===== src/hdl/mar_pkg.sv =====
// constants, field widths and timing counts for the monitor readout block
// assumes a single 200 MHz core clock with synchronous active-low reset
package mar_pkg;
    // result widths
    localparam int VMON_W = 11;
    localparam int NUM_VMON = 10;
    localparam int CHAN_W = 4;
    localparam int SHUNT_W = 12;
    localparam int SHUNT_SIGN_BIT = 11;
    localparam int TEMP_W = 9;
    localparam int RANGE_W = 3;

    // voltage monitor channel map
    localparam logic [3:0] CH_SENSE_POS_A = 4'h0;
    localparam logic [3:0] CH_SENSE_POS_B = 4'h1;
    localparam logic [3:0] CH_EXT_INPUT_0 = 4'h2;
    localparam logic [3:0] CH_EXT_INPUT_1 = 4'h3;
    localparam logic [3:0] CH_CORE_SUPPLY = 4'h4;
    localparam logic [3:0] CH_IO_SUPPLY = 4'h5;
    localparam logic [3:0] CH_ANALOG_SUPPLY_A = 4'h6;
    localparam logic [3:0] CH_ANALOG_SUPPLY_B = 4'h7;
    localparam logic [3:0] CH_REF_A = 4'h8;
    localparam logic [3:0] CH_REF_B = 4'h9;
    localparam logic [3:0] CH_FIRST = CH_SENSE_POS_A;
    localparam logic [3:0] CH_LAST = CH_REF_B;

    // reference used by software scaling, microvolts
    localparam int VMON_VREF_UV = 1213000;

    // shunt full-scale codes, 15 mV doubling to 240 mV
    localparam logic [2:0] RANGE_15MV = 3'h0;
    localparam logic [2:0] RANGE_30MV = 3'h1;
    localparam logic [2:0] RANGE_60MV = 3'h2;
    localparam logic [2:0] RANGE_120MV = 3'h3;
    localparam logic [2:0] RANGE_240MV = 3'h4;
    localparam int SHUNT_LSB_NV_15MV = 9400;

    // temperature scaling: gain in micro-degrees, offset in milli-degrees
    localparam int TEMP_GAIN_MILLI_MC = 764800;
    localparam int TEMP_OFFSET_MC = 80497;

    // reset values
    localparam logic [10:0] VMON_RESET = 11'h000;
    localparam logic [11:0] SHUNT_RESET = 12'h000;
    localparam logic [8:0] TEMP_RESET = 9'h000;

    // timing
    localparam int CLK_PERIOD_PS = 5000;
    localparam int TEMP_MAX_INTERVAL_MS = 5;
    // longest time: round down
    localparam int TEMP_INTERVAL_CYC =
        (TEMP_MAX_INTERVAL_MS * 1000000) / (CLK_PERIOD_PS / 1000);

    typedef enum logic [0:0] {
        SEQ_IDLE = 1'b0,
        SEQ_CONV = 1'b1
    } mar_seq_state_t;
endpackage : mar_pkg


===== src/hdl/mar_vmon_seq.sv =====
// round-robin sequencer for the multiplexed voltage monitor converter
// assumes the converter answers each start with one done pulse
`timescale 1ns/100ps
`default_nettype none
module mar_vmon_seq
    import mar_pkg::*;
(
    input wire logic clk,
    input wire logic rstn,
    input wire logic enable,
    input wire logic conv_done,
    output logic start_q,
    output logic [CHAN_W-1:0] chan_q
);
    mar_seq_state_t state_q, state_d;
    logic start_d;
    logic [CHAN_W-1:0] chan_d;

    // next channel after the current one, wrapping at the last
    function automatic logic [CHAN_W-1:0] next_chan(
        input logic [CHAN_W-1:0] c);
        if (c >= CH_LAST) begin
            next_chan = CH_FIRST;
        end else begin
            next_chan = c + 4'h1;
        end
    endfunction

    // start a conversion whenever idle and enabled; advance on done
    always_comb begin
        state_d = state_q;
        start_d = 1'b0;
        chan_d = chan_q;
        case (state_q)
            SEQ_IDLE: begin
                if (enable) begin
                    start_d = 1'b1;
                    state_d = SEQ_CONV;
                end
            end
            SEQ_CONV: begin
                // an in-flight conversion finishes even after disable
                if (conv_done) begin
                    chan_d = next_chan(chan_q);
                    state_d = SEQ_IDLE;
                end
            end
            default: begin
                state_d = SEQ_IDLE;
            end
        endcase
    end

    always_ff @(posedge clk) begin
        if (!rstn) begin
            state_q <= SEQ_IDLE;
            start_q <= 1'b0;
            chan_q <= CH_FIRST;
        end else begin
            state_q <= state_d;
            start_q <= start_d;
            chan_q <= chan_d;
        end
    end
endmodule // mar_vmon_seq
`default_nettype wire


===== src/hdl/mar_readout.sv =====
// monitor readout: voltage monitor round robin, two shunt channels,
// die temperature code with software override while disabled
// assumes converters give one-cycle done pulses with data valid alongside
`timescale 1ns/100ps
`default_nettype none
module mar_readout
    import mar_pkg::*;
#(
    parameter int TEMP_INTERVAL = TEMP_INTERVAL_CYC
)
(
    input wire logic clk,
    input wire logic rstn,
    // voltage monitor converter
    input wire logic vmon_enable,
    input wire logic vmon_done,
    input wire logic [VMON_W-1:0] vmon_data,
    output logic vmon_start_q,
    output logic [CHAN_W-1:0] vmon_mux_sel_q,
    output logic [NUM_VMON-1:0][VMON_W-1:0] vmon_result_q,
    // shunt current converters
    input wire logic [RANGE_W-1:0] shunt_range_a,
    input wire logic [RANGE_W-1:0] shunt_range_b,
    input wire logic shunt_done_a,
    input wire logic [SHUNT_W-1:0] shunt_data_a,
    input wire logic shunt_done_b,
    input wire logic [SHUNT_W-1:0] shunt_data_b,
    output logic [RANGE_W-1:0] shunt_fs_sel_a_q,
    output logic [RANGE_W-1:0] shunt_fs_sel_b_q,
    output logic [SHUNT_W-1:0] shunt_result_a_q,
    output logic [SHUNT_W-1:0] shunt_result_b_q,
    output logic shunt_neg_a_q,
    output logic shunt_neg_b_q,
    // die temperature sensor
    input wire logic temp_sensor_enable,
    input wire logic temp_done,
    input wire logic [TEMP_W-1:0] temp_data,
    input wire logic temp_wr,
    input wire logic [TEMP_W-1:0] temp_wr_data,
    output logic temp_start_q,
    output logic [TEMP_W-1:0] temp_code_q
);
    localparam logic [19:0] TEMP_RELOAD = 20'(TEMP_INTERVAL - 1);

    logic [NUM_VMON-1:0][VMON_W-1:0] vmon_result_d;
    logic [RANGE_W-1:0] shunt_fs_sel_a_d, shunt_fs_sel_b_d;
    logic [SHUNT_W-1:0] shunt_result_a_d, shunt_result_b_d;
    logic shunt_neg_a_d, shunt_neg_b_d;
    logic temp_start_d;
    logic [TEMP_W-1:0] temp_code_d;
    logic [19:0] temp_cnt_q, temp_cnt_d;

    // unsupported range codes fall back to the widest scale, safest reading
    function automatic logic [RANGE_W-1:0] clamp_range(
        input logic [RANGE_W-1:0] r);
        if (r > RANGE_240MV) begin
            clamp_range = RANGE_240MV;
        end else begin
            clamp_range = r;
        end
    endfunction

    // sequencing of the multiplexed converter
    mar_vmon_seq u_seq (
        .clk(clk),
        .rstn(rstn),
        .enable(vmon_enable),
        .conv_done(vmon_done),
        .start_q(vmon_start_q),
        .chan_q(vmon_mux_sel_q)
    );

    // voltage results: whole raw code lands in the selected slot on done
    always_comb begin
        vmon_result_d = vmon_result_q;
        if (vmon_done) begin
            vmon_result_d[vmon_mux_sel_q] = vmon_data;
        end
    end

    always_ff @(posedge clk) begin
        if (!rstn) begin
            vmon_result_q <= {NUM_VMON{VMON_RESET}};
        end else begin
            vmon_result_q <= vmon_result_d;
        end
    end

    // shunt channels: independent capture, sign carried unchanged
    always_comb begin
        shunt_fs_sel_a_d = clamp_range(shunt_range_a);
        shunt_fs_sel_b_d = clamp_range(shunt_range_b);
        shunt_result_a_d = shunt_result_a_q;
        shunt_result_b_d = shunt_result_b_q;
        if (shunt_done_a) begin
            shunt_result_a_d = shunt_data_a;
        end
        if (shunt_done_b) begin
            shunt_result_b_d = shunt_data_b;
        end
        shunt_neg_a_d = shunt_result_a_d[SHUNT_SIGN_BIT];
        shunt_neg_b_d = shunt_result_b_d[SHUNT_SIGN_BIT];
    end

    always_ff @(posedge clk) begin
        if (!rstn) begin
            shunt_fs_sel_a_q <= RANGE_15MV;
            shunt_fs_sel_b_q <= RANGE_15MV;
            shunt_result_a_q <= SHUNT_RESET;
            shunt_result_b_q <= SHUNT_RESET;
            shunt_neg_a_q <= 1'b0;
            shunt_neg_b_q <= 1'b0;
        end else begin
            shunt_fs_sel_a_q <= shunt_fs_sel_a_d;
            shunt_fs_sel_b_q <= shunt_fs_sel_b_d;
            shunt_result_a_q <= shunt_result_a_d;
            shunt_result_b_q <= shunt_result_b_d;
            shunt_neg_a_q <= shunt_neg_a_d;
            shunt_neg_b_q <= shunt_neg_b_d;
        end
    end

    // temperature: periodic start, capture, override only while disabled
    always_comb begin
        temp_cnt_d = temp_cnt_q;
        temp_start_d = 1'b0;
        temp_code_d = temp_code_q;
        if (!temp_sensor_enable) begin
            temp_cnt_d = 20'h00000; // first start right after enable
        end else if (temp_cnt_q == 20'h00000) begin
            temp_start_d = 1'b1;
            temp_cnt_d = TEMP_RELOAD;
        end else begin
            temp_cnt_d = temp_cnt_q - 20'h00001;
        end
        // a write while enabled is dropped; software must disable first
        if (temp_sensor_enable && temp_done) begin
            temp_code_d = temp_data;
        end else if (!temp_sensor_enable && temp_wr) begin
            temp_code_d = temp_wr_data;
        end
    end

    // temp_code_q is also the compensation input, override included
    always_ff @(posedge clk) begin
        if (!rstn) begin
            temp_cnt_q <= 20'h00000;
            temp_start_q <= 1'b0;
            temp_code_q <= TEMP_RESET;
        end else begin
            temp_cnt_q <= temp_cnt_d;
            temp_start_q <= temp_start_d;
            temp_code_q <= temp_code_d;
        end
    end

    // helper: cycles since last start while enabled
    logic [20:0] gap_q, gap_d;
    always_comb begin
        if (!temp_sensor_enable || temp_start_q) begin
            gap_d = 21'h000000;
        end else begin
            gap_d = gap_q + 21'h000001;
        end
    end

    always_ff @(posedge clk) begin
        if (!rstn) begin
            gap_q <= 21'h000000;
        end else begin
            gap_q <= gap_d;
        end
    end
endmodule // mar_readout
`default_nettype wire


===== config.mk =====
export PLATFORM = sky130hd
export DESIGN_NAME = mar_readout
export DESIGN_NICKNAME = d
export VERILOG_FILES = /design/src/hdl/mar_pkg.sv /design/src/hdl/mar_vmon_seq.sv /design/src/hdl/mar_readout.sv
export SDC_FILE = /design/constraint.sdc
export NUM_CORES = 1
export LEC_CHECK = 0
export ABC_AREA = 1
export BUFFER_PORTS_ARGS = -buffer_cell sky130_fd_sc_hd__buf_2
export CORE_MARGIN = 2
export CORE_UTILIZATION = 35
export CTS_CLUSTER_SIZE = 30
export DETAILED_ROUTE_END_ITERATION = 10
export MAX_ROUTING_LAYER = met4
export PLACE_DENSITY_LB_ADDON = 0.15
export SLEW_MARGIN = 20
export SYNTH_ARGS = -nofsm -noshare
export SYNTH_HDL_FRONTEND = slang
export SYNTH_SLANG_ARGS = --single-unit

===== constraint.sdc =====
create_clock -name clk -period 2.7 [get_ports clk]
set_input_delay 0.135 -clock clk [delete_from_list [all_inputs] [get_ports clk]]
set_output_delay 0.135 -clock clk [all_outputs]
set_load 0.03 [all_outputs]

==> summary.md <==
| Metric | Value |
|---|---|
| Htree depth | `4` |
| Final Hold Slack | `0.0103 ns` |
| CP max stage cell | `nor2_1` |
| Met3 GRT Util | `0.0530` |
| Max Fclk | `495 MHz` |
| CTS max path bufs | `2` |
| Final Skew | `0.0123 ns` |
| Count of non-filler cells in the finished layout | `1352` |
| Wire length of the first global-routing pass | `30600 um` |
| Total CTS buffers | `17` |
| Period utilization | `0.749` |
| Clock transition at path regs | `0.07 ns` |
| Via-to-Cell Ratio | `4.59` |
| CP cell instances | `inv_1, ha_1, nand2_1, nor2_1, inv_1, nor2_1, nor2_1` |
| Rel. slew slack | `0.431` |
| Vias in the first global route | `5918` |
| Clock sink total | `176` |
| Maximum vdd drop | `0.459 mV` |
| Root Buffer | `clkbuf_16` |
| Drt first-iter violations | `365` |
| Placed Cells | `1283` |
| Syn_area_per_cell | `7.57 um2` |
| Resize count post-CTS | `0` |
| CP startpoint kind | `flop` |
| Outcome | `finished, final reports clean` |
| Chip height | `141 um` |
| Core ar. | `18600 um2` |
| Yosys warns | `0` |
| IO Port Bufs | `224` |
| Post-route cell area | `8780 um2` |
| Post-route minimum period | `2.02 ns` |
| Overall Global Routing Usage | `0.200` |
| GRT met2 Usage | `0.310` |
| Tot Pwr | `6.34 mW` |
| CTS tree | `yes` |
| Met1 GRT Util | `0.255` |
| Total grt overflow | `0` |
| Post-route DRC | `0` |
| Share of layout cells above drive strength 1 | `0.242` |
| Die outline width | `141 um` |
| Post-route ant nets | `0` |
| Final Hold Fails | `0` |
| Final Max Slew Viols | `0` |
| Most frequent cell on the critical path | `nor2_1` |
| Worst Tran Pin Value | `0.847 ns` |
| Worst Path Class, Setup | `flop to flop` |
| Crit path buffers/inverters | `2` |
| CP peak stage delay | `0.58 ns` |
| Setup WS post-layout | `0.678 ns` |
| Setup-failing EPs final | `0` |
| Clk Latency, worst-skew pair | `0.43 ns` |
| Unrepaired setup endpoints after global routing | `false` |
| Hold Path Class | `input port to flop` |
| Row cnt | `50` |
| Cell count after synthesis | `873` |
| Most used routing layer | `met2` |
| Syn Nets | `947` |
| Initial core utilization | `0.355` |
| Die ar. | `20000 um2` |
| Largest net degree at the start of global routing | `122` |
| Via count | `6207` |
| Setup Slack @ Placement | `0.595 ns` |
| Routability cong. | `0.798` |
| Seq cells post-synth | `176` |
| CP required | `3.02 ns` |
| # nets final | `1178` |
| Avg WL per Cell | `14.4 um` |
| Leak | `4.31 nW` |
| Final core occ | `0.472` |
| Post-placement cell area | `7840 um2` |
| Setup crit end kind | `flop` |
| Power per standard cell area | `722 nW/um2` |
| Delay-heaviest family, CP | `simple AND/OR/NAND/NOR gates` |
| Post-synthesis sequential area ratio | `0.533` |
| Critical path arrival | `2.34 ns` |
| DR pass1 iterations | `5` |
| I/O pins | `225` |
| Max-Cap Viols | `0` |
| Final WL | `19400 um` |
| Antenna violations before repair | `1` |
| Netlist cell types | `30` |
| Cell Area, Synth | `6610 um2` |
| Setup TNS | `0 ns` |
| Crit path max fanout | `12` |
| Post-DP HPWL | `12800 um` |
| Area delta synth->final | `32.9%` |
==> layer usage <==
metal / routed length, um / vias to the layer above
met5: 0 / -
met4: 335 / 0
met3: 981 / 19
met2: 9050 / 165
met1: 9050 / 2784
li1: - / 3239
==> cell families (layout without fill, tap and decap cells) <==
group	count (synthesis)	count (layout)	share of synthesized area
other cells	0	1	0
fa+ha+maj	6	6	0.0114
simple gates	403	403	0.242
xor+xnor	11	11	0.0146
flops	176	176	0.533
buf+inv	99	343	0.0618
compound gates	178	178	0.137
==> registers in the layout, summed over array words and instances (netlist names) <==
signal            cells
vmon_result_q       110
temp_cnt_q           20
shunt_result_a_q     12
shunt_result_b_q     12
temp_code_q           9
u_seq.chan_q          4
shunt_fs_sel_a_q      3
shunt_fs_sel_b_q      3
temp_start_q          1
u_seq.start_q         1
u_seq.state_q         1
==> cell type report <==
cell class                 instances  area, um2
timing repair buffer             266       1540
clock buffer                      21        470
inverter                          45        169
tap                              234        293
multi-input combinational        598       2670
antenna                            1       2.50
fill                            1876       9800
clock inverter                    11        104
sequential                       176       3520
==> worst register-to-register path, cell delays in order, from the launching register on <==
cell and delay [ns]:
dfxtp_1 0.36, inv_1 0.13, ha_1 0.20, nand2_1 0.06, nor2_1 0.58, inv_1 0.36
nor2_1 0.18, nor2_1 0.06
==> placed cells by master, fill, tap and decap left out <==
cell type / netlist / layout
a21oi_1: 19 / 19
a31oi_1: 1 / 1
and2_1: 1 / 1
buf_12: 0 / 1
buf_2: 14 / 223
buf_4: 5 / 6
bufinv_16: 0 / 1
clkbuf_1: 24 / 1
clkbuf_16: 0 / 17
clkbuf_8: 0 / 3
clkinv_1: 1 / 1
clkinv_2: 0 / 2
clkinvlp_4: 0 / 5
dfxtp_1: 176 / 176
diode_2: 0 / 1
dlygate4sd3_1: 0 / 36
ha_1: 6 / 6
inv_1: 44 / 44
inv_6: 0 / 3
nand2_1: 54 / 54
nand2_2: 1 / 1
nand3_1: 10 / 10
nand3_2: 1 / 1
nand3_4: 1 / 1
nand3b_1: 1 / 1
nand4_1: 5 / 5
nor2_1: 320 / 320
nor2_2: 2 / 2
nor2_4: 2 / 2
nor3_1: 2 / 2
nor3_2: 1 / 1
o21ai_0: 149 / 149
o21ai_1: 1 / 1
o22ai_1: 8 / 8
or2_0: 1 / 1
or2_2: 1 / 1
xnor2_1: 3 / 3
xor2_1: 8 / 8
==> Yosys cell counts <==
| cell type | n | share of area |
|---|---|---|
| nand3_2 | 1 | 0.0015 |
| nor2_4 | 2 | 0.0034 |
| buf_2 | 14 | 0.011 |
| ha_1 | 6 | 0.011 |
| dfxtp_1 | 176 | 0.53 |
| or2_2 | 1 | 0.00095 |
| nand3b_1 | 1 | 0.0011 |
| buf_4 | 5 | 0.0057 |
| nand3_4 | 1 | 0.0027 |
| buf_1 | 11 | 0.0063 |
| nand4_1 | 5 | 0.0047 |
| nor2_2 | 2 | 0.0019 |
| xnor2_1 | 3 | 0.0040 |
| clkbuf_1 | 24 | 0.014 |
| or2_0 | 1 | 0.00095 |
| nand3_1 | 10 | 0.0076 |
| clkinv_1 | 1 | 0.00057 |
| and2_1 | 1 | 0.00095 |
| nor3_2 | 1 | 0.0015 |
| inv_1 | 44 | 0.025 |
| o21ai_1 | 1 | 0.00076 |
| nand2_1 | 54 | 0.031 |
| a31oi_1 | 1 | 0.00095 |
| nor3_1 | 2 | 0.0015 |
| nand2_2 | 1 | 0.00095 |
| nor2_1 | 320 | 0.18 |
| a21oi_1 | 19 | 0.014 |
| o21ai_0 | 149 | 0.11 |
| o22ai_1 | 8 | 0.0076 |
| xor2_1 | 8 | 0.011 |
==> where the power goes <==
group          switching [mW]  internal, mW  total [mW]
clock                    1.06          1.35        2.41
combinational           0.732         0.384        1.12
sequential             0.0860          2.73        2.81
total                    1.88          4.46        6.34
==> worst paths after layout <==
check	slack, ns	startpoint	end	cells past startpoint
max	0.68	u_seq.chan_q[0]	vmon_result_q[28]	7
min	0.01	temp_data[4]	temp_code_q[4]	3
max reg2reg	0.68	u_seq.chan_q[0]	vmon_result_q[28]	7
min reg2reg	0.46	temp_cnt_q[0]	temp_cnt_q[0]	1
==> timing repair <==
item | in CTS | in global routing
setup endpoints to repair | 0 | 0
endpoints found under the hold margin | 36 | 0
hold buffers | 36 | 0
buffers inserted | 0 | 0
No activity file was read; power rests on OpenSTA's default activity.
